`src/pkg/sfcc_pkg.sv`:
```
// Constants, register map and carrier types for sync frame clock correction
// Assumes a single 20 MHz clock and a classic Wishbone register slave
//
// Overview of operation
// RULE1: Report channel coding errors as four-bit codes
// RULE2: Coding error capture safe across clock ratios; code loses an error when toggle_in flips twice between clk_in edges
// RULE3: Record deviation between reference and action point
// RULE4: Boundary non-sync value never reaches next sync
// RULE5: Store deviation of the valid sync frame
// RULE6: Own sync frame counted; overflow above limit
// RULE7: Odd offset uses only even-cycle identifiers; code admits any id while even_n is below sync_node_limit
// RULE8: Identifier lists hold used frames, up to limit
// RULE9: Opposite signs across channels pick the negative
// RULE10: Per-channel delay compensation before comparing
// RULE11: Fault-tolerant midpoint yields correction terms; code gives the rate term as rate_acc shifted right by 2
// RULE12: Cluster keeps sync senders within limit
package sfcc_pkg;

    // ==========================================================
    // Sizes
    localparam int DEV_W = 16;
    localparam int ID_W = 11;
    localparam int MAX_SYNC = 15;
    localparam int LIST_AW = 4;

    // ==========================================================
    // Register word offsets (byte addresses)
    localparam logic [7:0] TEST_ONE_OFS = 8'h00;
    localparam logic [7:0] ERR_FLAG_OFS = 8'h04;
    localparam logic [7:0] TIMING_TWO_OFS = 8'h08;
    localparam logic [7:0] TIMING_FIVE_OFS = 8'h0c;
    localparam logic [7:0] CORR_OFS = 8'h10;
    localparam logic [7:0] COUNT_OFS = 8'h14;
    localparam logic [7:0] EVEN_LIST_OFS = 8'h40;
    localparam logic [7:0] ODD_LIST_OFS = 8'h80;
    localparam logic [7:0] LIST_SPAN = 8'h40;

    // ==========================================================
    // Field positions and reset values
    localparam int CODE_W = 4;
    localparam int CODE_B_LSB = 4;
    localparam int DCB_LSB = 16;
    localparam logic [3:0] NO_CODING_ERROR = 4'h0;
    localparam logic [3:0] SNM_RESET = 4'hf;
    localparam logic [31:0] UNMAPPED_DATA = 32'h0000_0000;

    typedef struct packed {
        logic valid;
        logic sync;
        logic [ID_W-1:0] id;
        logic signed [DEV_W-1:0] dev;
    } sfcc_meas_type;

    typedef enum logic [2:0] {
        SFCC_IDLE = 3'h1,
        SFCC_SEL = 3'h2,
        SFCC_DONE = 3'h4
    } sfcc_mid_state_type;

    function automatic logic signed [DEV_W-1:0] sfcc_comp(
        input logic signed [DEV_W-1:0] dev,
        input logic [DEV_W-1:0] comp
    );
        sfcc_comp = dev - $signed(comp);
    endfunction

endpackage

```
`src/hdl/sfcc_list_mem.sv`:
```
// Identifier list memory for even and odd sync lists
// Assumes one clock; read data registered
`timescale 1ns/1ps
module sfcc_list_mem #(
    parameter int AW = 4,
    parameter int DW = 11
) (
    input wire logic clk_in,
    input wire logic we_in,
    input wire logic [AW-1:0] waddr_in,
    input wire logic [DW-1:0] wdata_in,
    input wire logic [AW-1:0] raddr_in,
    output logic [DW-1:0] rdata_out
);
    logic [DW-1:0] mem [0:(1<<AW)-1];

    always_ff @(posedge clk_in)
    begin
        if (we_in)
        begin
            mem[waddr_in] <= wdata_in;
        end
        rdata_out <= mem[raddr_in];
    end
endmodule

```
`src/hdl/sfcc_code_sync.sv`:
```
// Carries a coding error code from the sample clock side
// Assumes code_in valid with a toggle that marks each new error
`timescale 1ns/1ps
module sfcc_code_sync (
    input wire logic clk_in,
    input wire logic rst_in,
    input wire logic toggle_in,
    input wire logic [3:0] code_in,
    output logic [3:0] code_out,
    output logic event_out
);
    typedef struct packed {
        logic s1;
        logic s2;
        logic s3;
        logic [3:0] code;
        logic ev;
    } sfcc_sync_state_type;
    sfcc_sync_state_type st_reg;
    sfcc_sync_state_type st_next;

    // ==========================================================
    // Toggle crossing: an edge is lost if toggle_in flips twice between clk_in edges (see RULE2)
    always_comb
    begin
        st_next = st_reg;
        st_next.s1 = toggle_in;
        st_next.s2 = st_reg.s1;
        st_next.s3 = st_reg.s2;
        st_next.ev = st_reg.s2 ^ st_reg.s3;
        if (st_reg.s2 ^ st_reg.s3)
        begin
            st_next.code = code_in;
        end
    end

    always_ff @(posedge clk_in or posedge rst_in)
    begin
        if (rst_in)
        begin
            st_reg <= '0;
        end
        else
        begin
            st_reg <= st_next;
        end
    end

    assign code_out = st_reg.code;
    assign event_out = st_reg.ev;
endmodule

```
`src/hdl/sfcc_top.sv`:
```
// Sync frame measurement, counting and correction term selection
// Assumes measurement events come in on clk_in; Wishbone classic slave
//
// The implementer's own choices: the placing of the registers and the Wishbone register port.
`timescale 1ns/1ps
module sfcc_top #(
    parameter int MAX_SYNC = sfcc_pkg::MAX_SYNC
) (
    input wire logic clk_in,
    input wire logic rst_in,
    input wire logic wb_cyc_in,
    input wire logic wb_stb_in,
    input wire logic wb_we_in,
    input wire logic [7:0] wb_adr_in,
    input wire logic [3:0] wb_sel_in,
    input wire logic [31:0] wb_dat_in,
    output logic [31:0] wb_dat_out,
    output logic wb_ack_out,
    input wire logic chan_a_coding_error_code_toggle_in,
    input wire logic [3:0] chan_a_coding_error_code_code_in,
    input wire logic chan_b_coding_error_code_toggle_in,
    input wire logic [3:0] chan_b_coding_error_code_code_in,
    input wire logic cycle_start_in,
    input wire logic cycle_odd_in,
    input wire logic slot_boundary_in,
    input wire logic sync_node_in,
    input wire logic own_sync_tx_in,
    input wire sfcc_pkg::sfcc_meas_type meas_a_in,
    input wire sfcc_pkg::sfcc_meas_type meas_b_in,
    output logic signed [15:0] offset_corr_out,
    output logic signed [15:0] rate_corr_out,
    output logic corr_valid_out
);
    localparam int DW = sfcc_pkg::DEV_W;
    localparam int IW = sfcc_pkg::ID_W;
    localparam int AW = sfcc_pkg::LIST_AW;

    typedef struct packed {
        logic ack;
        logic [31:0] rdata;
        logic sync_frame_overflow_flag;
        logic [3:0] sync_node_limit;
        logic [DW-1:0] dca;
        logic [DW-1:0] dcb;
        logic [4:0] count;
        logic [AW:0] even_n;
        logic [AW:0] odd_n;
        logic signed [DW-1:0] pend_dev;
        logic pend_ok;
        logic signed [DW-1:0] min_dev;
        logic signed [DW-1:0] max_dev;
        logic signed [DW-1:0] min2_dev;
        logic signed [DW-1:0] max2_dev;
        logic signed [DW-1:0] rate_acc;
        logic signed [DW-1:0] off;
        logic signed [DW-1:0] rate;
        logic corr_v;
        sfcc_pkg::sfcc_mid_state_type mst;
    } sfcc_state_type;

    sfcc_state_type st_reg;
    sfcc_state_type st_next;
    logic [3:0] code_a;
    logic [3:0] code_b;
    logic [IW-1:0] even_rd;
    logic [IW-1:0] odd_rd;
    logic list_we_even;
    logic list_we_odd;
    logic [AW-1:0] list_waddr;
    logic [AW-1:0] list_raddr;
    logic [AW-1:0] match_idx;
    logic in_even;
    logic signed [DW-1:0] dev_a;
    logic signed [DW-1:0] dev_b;
    logic signed [DW-1:0] chosen;
    logic have_frame;
    logic [IW-1:0] frame_id;
    logic wb_req;

    // ==========================================================
    // Coding error crossings (see RULE1) (see RULE2)
    sfcc_code_sync u_sync_a (
        .clk_in(clk_in),
        .rst_in(rst_in),
        .toggle_in(chan_a_coding_error_code_toggle_in),
        .code_in(chan_a_coding_error_code_code_in),
        .code_out(code_a),
        .event_out()
    );
    sfcc_code_sync u_sync_b (
        .clk_in(clk_in),
        .rst_in(rst_in),
        .toggle_in(chan_b_coding_error_code_toggle_in),
        .code_in(chan_b_coding_error_code_code_in),
        .code_out(code_b),
        .event_out()
    );

    // ==========================================================
    // Identifier lists
    sfcc_list_mem #(.AW(AW), .DW(IW)) u_even (
        .clk_in(clk_in),
        .we_in(list_we_even),
        .waddr_in(list_waddr),
        .wdata_in(frame_id),
        .raddr_in(list_raddr),
        .rdata_out(even_rd)
    );
    sfcc_list_mem #(.AW(AW), .DW(IW)) u_odd (
        .clk_in(clk_in),
        .we_in(list_we_odd),
        .waddr_in(list_waddr),
        .wdata_in(frame_id),
        .raddr_in(list_raddr),
        .rdata_out(odd_rd)
    );

    // Shadow of even ids for a one-cycle membership check
    logic [IW-1:0] even_ids [0:(1<<AW)-1];
    always_ff @(posedge clk_in)
    begin
        if (list_we_even)
        begin
            even_ids[list_waddr] <= frame_id;
        end
    end

    // ==========================================================
    // Channel selection after compensation (see RULE10)
    always_comb
    begin
        dev_a = sfcc_pkg::sfcc_comp(meas_a_in.dev, st_reg.dca);
        dev_b = sfcc_pkg::sfcc_comp(meas_b_in.dev, st_reg.dcb);
        have_frame = (meas_a_in.valid && meas_a_in.sync)
            || (meas_b_in.valid && meas_b_in.sync);
        frame_id = (meas_a_in.valid && meas_a_in.sync)
            ? meas_a_in.id : meas_b_in.id;
        chosen = dev_a;
        if (meas_a_in.valid && meas_a_in.sync
            && meas_b_in.valid && meas_b_in.sync)
        begin
            // Smaller value wins, so a negative one always beats (see RULE9)
            chosen = (dev_b < dev_a) ? dev_b : dev_a;
        end
        else if (meas_b_in.valid && meas_b_in.sync)
        begin
            chosen = dev_b;
        end
    end

    // ==========================================================
    // Even-cycle membership for odd offset set (see RULE7)
    always_comb
    begin
        in_even = 1'b0;
        match_idx = '0;
        for (int i = 0; i < (1 << AW); i++)
        begin
            if (i < int'(st_reg.even_n) && even_ids[i] == frame_id)
            begin
                in_even = 1'b1;
                match_idx = AW'(i);
            end
        end
    end

    assign wb_req = wb_cyc_in && wb_stb_in && !st_reg.ack;
    assign list_raddr = wb_adr_in[AW+1:2];
    assign list_waddr = cycle_odd_in ? st_reg.odd_n[AW-1:0]
        : st_reg.even_n[AW-1:0];
    // Even-id filter applied only once even set reached the limit (see RULE7)
    always_comb
    begin
        list_we_even = 1'b0;
        list_we_odd = 1'b0;
        if (have_frame && st_reg.pend_ok)
        begin
            if (!cycle_odd_in && st_reg.even_n < (AW+1)'(MAX_SYNC))
            begin
                list_we_even = 1'b1; // see RULE8
            end
            else if (cycle_odd_in && st_reg.odd_n < (AW+1)'(MAX_SYNC)
                && (st_reg.even_n < (AW+1)'(st_reg.sync_node_limit) || in_even))
            begin
                list_we_odd = 1'b1; // see RULE8
            end
        end
    end

    // ==========================================================
    // Next state
    always_comb
    begin
        st_next = st_reg;
        st_next.ack = wb_req;
        st_next.corr_v = 1'b0;
        // Each slot boundary arms this slot; a sync frame off the
        // boundary clears the arm so an old value cannot leak (see RULE4)
        if (slot_boundary_in)
        begin
            st_next.pend_ok = 1'b1;
        end
        // A later valid sync frame overrides any noise value,
        // including at the action point itself (see RULE5)
        if (have_frame && st_reg.pend_ok)
        begin
            st_next.pend_dev = chosen; // see RULE3
            st_next.count = st_reg.count + 5'h1;
            st_next.rate_acc = st_reg.rate_acc + chosen;
            if (list_we_even)
            begin
                st_next.even_n = st_reg.even_n + 1'b1;
            end
            if (list_we_odd)
            begin
                st_next.odd_n = st_reg.odd_n + 1'b1;
                // Midpoint trackers kept for offset set (see RULE11)
                if (chosen < st_reg.min_dev)
                begin
                    st_next.min2_dev = st_reg.min_dev;
                    st_next.min_dev = chosen;
                end
                else if (chosen < st_reg.min2_dev)
                begin
                    st_next.min2_dev = chosen;
                end
                if (chosen > st_reg.max_dev)
                begin
                    st_next.max2_dev = st_reg.max_dev;
                    st_next.max_dev = chosen;
                end
                else if (chosen > st_reg.max2_dev)
                begin
                    st_next.max2_dev = chosen;
                end
            end
        end
        if (have_frame && !slot_boundary_in)
        begin
            st_next.pend_ok = 1'b0;
        end
        if (cycle_start_in)
        begin
            st_next.mst = sfcc_pkg::SFCC_SEL;
            // Own frame counts too (see RULE6)
            if ((st_reg.count + 5'(sync_node_in && own_sync_tx_in))
                > {1'b0, st_reg.sync_node_limit})
            begin
                st_next.sync_frame_overflow_flag = 1'b1;
            end
            st_next.count = '0;
            // Even set survives into the odd cycle that it gates
            if (cycle_odd_in)
            begin
                st_next.even_n = '0;
            end
        end
        unique case (st_reg.mst)
            sfcc_pkg::SFCC_IDLE:
            begin
            end
            sfcc_pkg::SFCC_SEL:
            begin
                // Drop extremes when more than two senders (see RULE11)
                if (st_reg.odd_n > (AW+1)'(2))
                begin
                    st_next.off = (st_reg.min2_dev + st_reg.max2_dev) >>> 1;
                end
                else
                begin
                    st_next.off = (st_reg.min_dev + st_reg.max_dev) >>> 1;
                end
                st_next.rate = st_reg.rate_acc >>> 2;
                st_next.mst = sfcc_pkg::SFCC_DONE;
            end
            sfcc_pkg::SFCC_DONE:
            begin
                st_next.corr_v = 1'b1;
                st_next.odd_n = '0;
                st_next.rate_acc = '0;
                st_next.min_dev = {1'b0, {(DW-1){1'b1}}};
                st_next.min2_dev = {1'b0, {(DW-1){1'b1}}};
                st_next.max_dev = {1'b1, {(DW-1){1'b0}}};
                st_next.max2_dev = {1'b1, {(DW-1){1'b0}}};
                st_next.mst = sfcc_pkg::SFCC_IDLE;
            end
            default:
            begin
                st_next.mst = sfcc_pkg::SFCC_IDLE;
            end
        endcase

        // Register access
        st_next.rdata = sfcc_pkg::UNMAPPED_DATA;
        if (wb_req && !wb_we_in)
        begin
            if (wb_adr_in == sfcc_pkg::TEST_ONE_OFS)
            begin
                st_next.rdata = {24'h0, code_b, code_a}; // see RULE1
            end
            else if (wb_adr_in == sfcc_pkg::ERR_FLAG_OFS)
            begin
                st_next.rdata = {31'h0, st_reg.sync_frame_overflow_flag};
            end
            else if (wb_adr_in == sfcc_pkg::TIMING_TWO_OFS)
            begin
                st_next.rdata = {28'h0, st_reg.sync_node_limit};
            end
            else if (wb_adr_in == sfcc_pkg::TIMING_FIVE_OFS)
            begin
                st_next.rdata = {st_reg.dcb, st_reg.dca};
            end
            else if (wb_adr_in == sfcc_pkg::CORR_OFS)
            begin
                st_next.rdata = {st_reg.rate, st_reg.off};
            end
            else if (wb_adr_in == sfcc_pkg::COUNT_OFS)
            begin
                st_next.rdata = {22'h0, st_reg.odd_n, st_reg.even_n};
            end
        end
        if (wb_req && wb_we_in)
        begin
            if (wb_adr_in == sfcc_pkg::ERR_FLAG_OFS && wb_sel_in[0]
                && wb_dat_in[0])
            begin
                st_next.sync_frame_overflow_flag = 1'b0; // Write one clears
            end
            else if (wb_adr_in == sfcc_pkg::TIMING_TWO_OFS && wb_sel_in[0])
            begin
                st_next.sync_node_limit = wb_dat_in[3:0];
            end
            else if (wb_adr_in == sfcc_pkg::TIMING_FIVE_OFS)
            begin
                if (&wb_sel_in[1:0])
                begin
                    st_next.dca = wb_dat_in[DW-1:0];
                end
                if (&wb_sel_in[3:2])
                begin
                    st_next.dcb = wb_dat_in[sfcc_pkg::DCB_LSB +: DW];
                end
            end
        end
        // Overflow set beats a clear in the same cycle (see RULE6)
        if (cycle_start_in
            && (st_reg.count + 5'(sync_node_in && own_sync_tx_in))
            > {1'b0, st_reg.sync_node_limit})
        begin
            st_next.sync_frame_overflow_flag = 1'b1;
        end
    end

    always_ff @(posedge clk_in or posedge rst_in)
    begin
        if (rst_in)
        begin
            st_reg <= '0;
            st_reg.sync_node_limit <= sfcc_pkg::SNM_RESET;
            st_reg.pend_ok <= 1'b1;
            st_reg.mst <= sfcc_pkg::SFCC_IDLE;
            st_reg.min_dev <= {1'b0, {(DW-1){1'b1}}};
            st_reg.min2_dev <= {1'b0, {(DW-1){1'b1}}};
            st_reg.max_dev <= {1'b1, {(DW-1){1'b0}}};
            st_reg.max2_dev <= {1'b1, {(DW-1){1'b0}}};
        end
        else
        begin
            st_reg <= st_next;
        end
    end

    // Lists read back through registered memory outputs
    logic list_sel_even;
    logic list_sel_odd;
    always_ff @(posedge clk_in or posedge rst_in)
    begin
        if (rst_in)
        begin
            list_sel_even <= 1'b0;
            list_sel_odd <= 1'b0;
        end
        else
        begin
            list_sel_even <= wb_req && !wb_we_in
                && wb_adr_in[7:6] == sfcc_pkg::EVEN_LIST_OFS[7:6];
            list_sel_odd <= wb_req && !wb_we_in
                && wb_adr_in[7:6] == sfcc_pkg::ODD_LIST_OFS[7:6];
        end
    end

    assign wb_ack_out = st_reg.ack;
    assign wb_dat_out = list_sel_even ? {21'h0, even_rd}
        : list_sel_odd ? {21'h0, odd_rd} : st_reg.rdata;
    assign offset_corr_out = st_reg.off;
    assign rate_corr_out = st_reg.rate;
    assign corr_valid_out = st_reg.corr_v;
endmodule

```
`config.mk`:
```
export PLATFORM = sky130hd
export DESIGN_NAME = sfcc_top
export DESIGN_NICKNAME = d
export VERILOG_FILES = /design/src/pkg/sfcc_pkg.sv /design/src/hdl/sfcc_list_mem.sv /design/src/hdl/sfcc_code_sync.sv /design/src/hdl/sfcc_top.sv
export SDC_FILE = /design/constraint.sdc
export NUM_CORES = 1
export LEC_CHECK = 0
export BUFFER_PORTS_ARGS = -buffer_cell sky130_fd_sc_hd__buf_2
export CAP_MARGIN = 20
export CORE_ASPECT_RATIO = 1.25
export CORE_UTILIZATION = 50
export CTS_CLUSTER_DIAMETER = 50
export DETAILED_ROUTE_END_ITERATION = 12
export GPL_TIMING_DRIVEN = 0
export PLACE_DENSITY = 0.7
export SLEW_MARGIN = 20
export SYNTH_ARGS = -nofsm -noshare
export SYNTH_HDL_FRONTEND = slang
export SYNTH_SLANG_ARGS = --single-unit
```
`constraint.sdc`:
```
create_clock -name clk_in -period 9.5 [get_ports clk_in]
set_input_delay 0.475 -clock clk_in [delete_from_list [all_inputs] [get_ports clk_in]]
set_output_delay 0.475 -clock clk_in [all_outputs]
set_load 0.02 [all_outputs]
```
==> flow_summary.ini <==
[timing]
rsz0062_at_grt = false
hold_violations = 0
slew_viol_final = 0
worstMarginPinSlew_ns = 1.166
max_freq_mhz = 117.4
holdWs_ns = 0.05122
finalSetupViolCount = 0
fin_crit_ns = 8.519
max_slew_margin_pct = 21.97
fin_worst_skew_ns = 0.02425
setup_tns_ns = 0
finalCritPeriodShare_pct = 89.68

[finish]
fillers = 5405
area_delta_synth_final_pct = 13.66
final_area_um2 = 36900
utilization_pct = 57.40
layout-drive-gt1-share_pct = 20.10
antenna-diode-count = 0
nets = 3310
instances_no_fill = 3922

[power_and_ir_drop]
power.internal_mw = 5.667
clkPwrFrac_pct = 30.2
sw_frac_of_total_pct = 35.01
leakagePower_nw = 14.66
combPwrFrac_pct = 31.5
p_seq_share_pct = 38.3
switching_power_mw = 3.053
ir_drop_mv = 0.1675
p_per_area_nw_per_um2 = 236.3

[setup_path]
critPathSlowestCell = mux2i_2
end_kind = register
cp-start-kind = register
cp.required_ns = 9.96
worst-endpoint-arrival_ns = 8.98
max_stage_delay_ns = 0.76
crit_type = register to register
rr_worst_depth = 29
crit_fanout = 10

[clock_network]
cts_buffers = 67
cts_sinks = 589
clk_path_buf_depth = 3
root_buffer = clkbuf_16
cts_setup_buffers = 0
htreeDepth = 3
cts_tree = built
clk_pin_slew_ns = 0.06
insertion_delay_ns = 0.62

[placement]
dpl.hpwl_um = 84150
placed_area_um2 = 34580
dp_cells = 3795
portBuffers = 171
gp_congestion = 0.9548

[global_route]
antenna_found_initial = 2
grt_pass1_wl_um = 160400
grt.overflow.total = 0
grt_start_max_net_pins = 79
grt_pass1_vias = 24360
grt_usage_pct = 33.53

[synth]
ys_warn_count = 0
synthMuxAreaShare_pct = 11.45
ys_seq_area_share_pct = 50.64
synth_area_per_cell_um2 = 11.80
synth_area_um2 = 32460
synth_compound_gate_area_share_pct = 10.96
synth_top_family_by_area = multiplexers
synthXorXnorAreaFrac_pct = 6.205
synth_ff_type = edfxtp_1
synth_simple_gate_area_share_pct = 9.589
postSynth.asyncResetShare_pct = 36.50
synthAdderAreaFrac_pct = 6.591
synth-seq-cells = 589
synth_cell_type_count = 88
synth_edf_count = 352
syn_inst = 2750

[detailed_routing]
drc_errors = 0
firstDrtPassIters = 7
vias_per_cell = 6.230
vias = 24433
wl_per_cell_um = 28.16
drt_iter0_drc = 2761
postRouteAntennaNets = 0
drt_wl_total_um = 110500

[job]
max_cap_viol_count = 0

[die]
die_y_um = 286.9
initial_core_util_pct = 50.50
die_w_um = 229.9
ios = 188
rows = 104
coreArea_um2 = 64280
die_area_um2 = 65960

[outcome]
status = finished, final reports clean

[hold_path]
hold_class = input port to register
hold_depth = 2
-- layout make-up --
class | count | area [um2] | area share [%]
clock buffer | 85 | 1847 | 5.005
inverter | 188 | 713.2 | 1.933
tap | 848 | 1061 | 2.876
clock inverter | 38 | 382.9 | 1.038
multi-input combinational | 1834 | 14690 | 39.81
timing repair buffer | 180 | 985.9 | 2.672
sequential | 589 | 16440 | 44.55
buffer | 160 | 778.2 | 2.109
-- worst paths after layout --
kind | startpoint | endpoint | slack, ns
setup reg to reg | st_reg[152] | st_reg[85] | 0.98
hold reg to reg | u_sync_a.st_next[6] | u_sync_a.st_next[5] | 0.35
min in group asynchronous | rst_in | st_reg[215] | 0.45
max in group asynchronous | rst_in | st_reg[69] | 8.20
setup / recovery | st_reg[152] | st_reg[85] | 0.98
hold / removal | wb_adr_in[7] | list_sel_even | 0.05
-- power by group through the flow --
stage	Sequential (mW)	Clock [mW]	Combinational (mW)
3_5_place_dp	3.38	0	2.68
3_3_place_gp	3.37	0	2.59
6_report	3.34	2.63	2.75
4_1_cts	3.33	2.65	2.70
2_1_floorplan	3.22	0	1.99
5_1_grt	3.35	2.76	3.01
-- timing repair --
action                                 4_1_cts  5_1_grt
resized for setup                            0        0
endpoints found under the hold margin       68        0
hold buffers                                 3        0
-- per-stage QoR --
stage / power [mW] / setup slack (ns)
5_1_grt: 9.122 / 0.5318
2_1_floorplan: 5.206 / 2.793
3_3_place_gp: 5.966 / 0.6549
4_1_cts: 8.685 / 1.057
6_report: 8.720 / 0.9807
3_5_place_dp: 6.061 / 0.9850
-- per-layer routing --
| metal | track usage (%) | vias up | wire, um |
|---|---|---|---|
| met5 | 0 | - | 16 |
| met4 | 21.99 | 4 | 8141 |
| met3 | 5.526 | 346 | 8534 |
| met2 | 55.83 | 1298 | 53060 |
| met1 | 40.33 | 12129 | 40710 |
| li1 | - | 10656 | - |
-- cells in the final DEF, fill, tap and decap left out, types with 40 or more instances in the layout --
cell,n
nand2_1,182
dfrtp_1,177
clkbuf_1,101
a21oi_1,142
nand4_1,41
o21ai_0,110
mux2_2,67
nand3_1,40
ha_1,163
xor2_1,115
mux4_2,110
clkbuf_16,69
nor3_1,40
inv_1,176
edfxtp_1,352
xnor2_1,115
nor2_1,180
buf_2,188
-- Yosys cell counts, drive strengths merged, types with 38 or more instances --
| cell type | n | area, um2 |
|---|---|---|
| a21oi | 143 | 726.9 |
| buf | 69 | 434.2 |
| clkbuf | 91 | 341.6 |
| dfrtp | 177 | 4429 |
| dfstp | 38 | 998.5 |
| edfxtp | 352 | 10570 |
| ha | 163 | 2039 |
| inv | 187 | 701.9 |
| mux2 | 70 | 788.3 |
| mux2i | 43 | 450.4 |
| mux4 | 110 | 2477 |
| nand2 | 182 | 683.2 |
| nand3 | 40 | 200.2 |
| nand4 | 41 | 256.5 |
| nor2 | 194 | 728.2 |
| nor3 | 41 | 210.2 |
| o21ai | 111 | 555.5 |
| xnor2 | 115 | 1007 |
| xor2 | 115 | 1007 |
-- worst max-delay path, delay by kind of cell, from the launching register on --
kind,cells,cell delay (ns)
buffers and inverters,4,1.11
AO/OA/AOI/OAI,12,2.49
adder cells (fa/ha/maj),3,1.38
multiplexers,1,0.76
flip-flops,1,0.39
AND/OR/NAND/NOR,9,2.22
-- kinds of logic after synthesis --
logic type	Yosys count
and+or+nand+nor	655
DFF	589
AOI/OAI and AO/OA	536
buffers and inverters	348
xor gates and xnor gates	230
muxes	223
adders and majority gates	168
other	1
(Power assumes the default switching activity.)
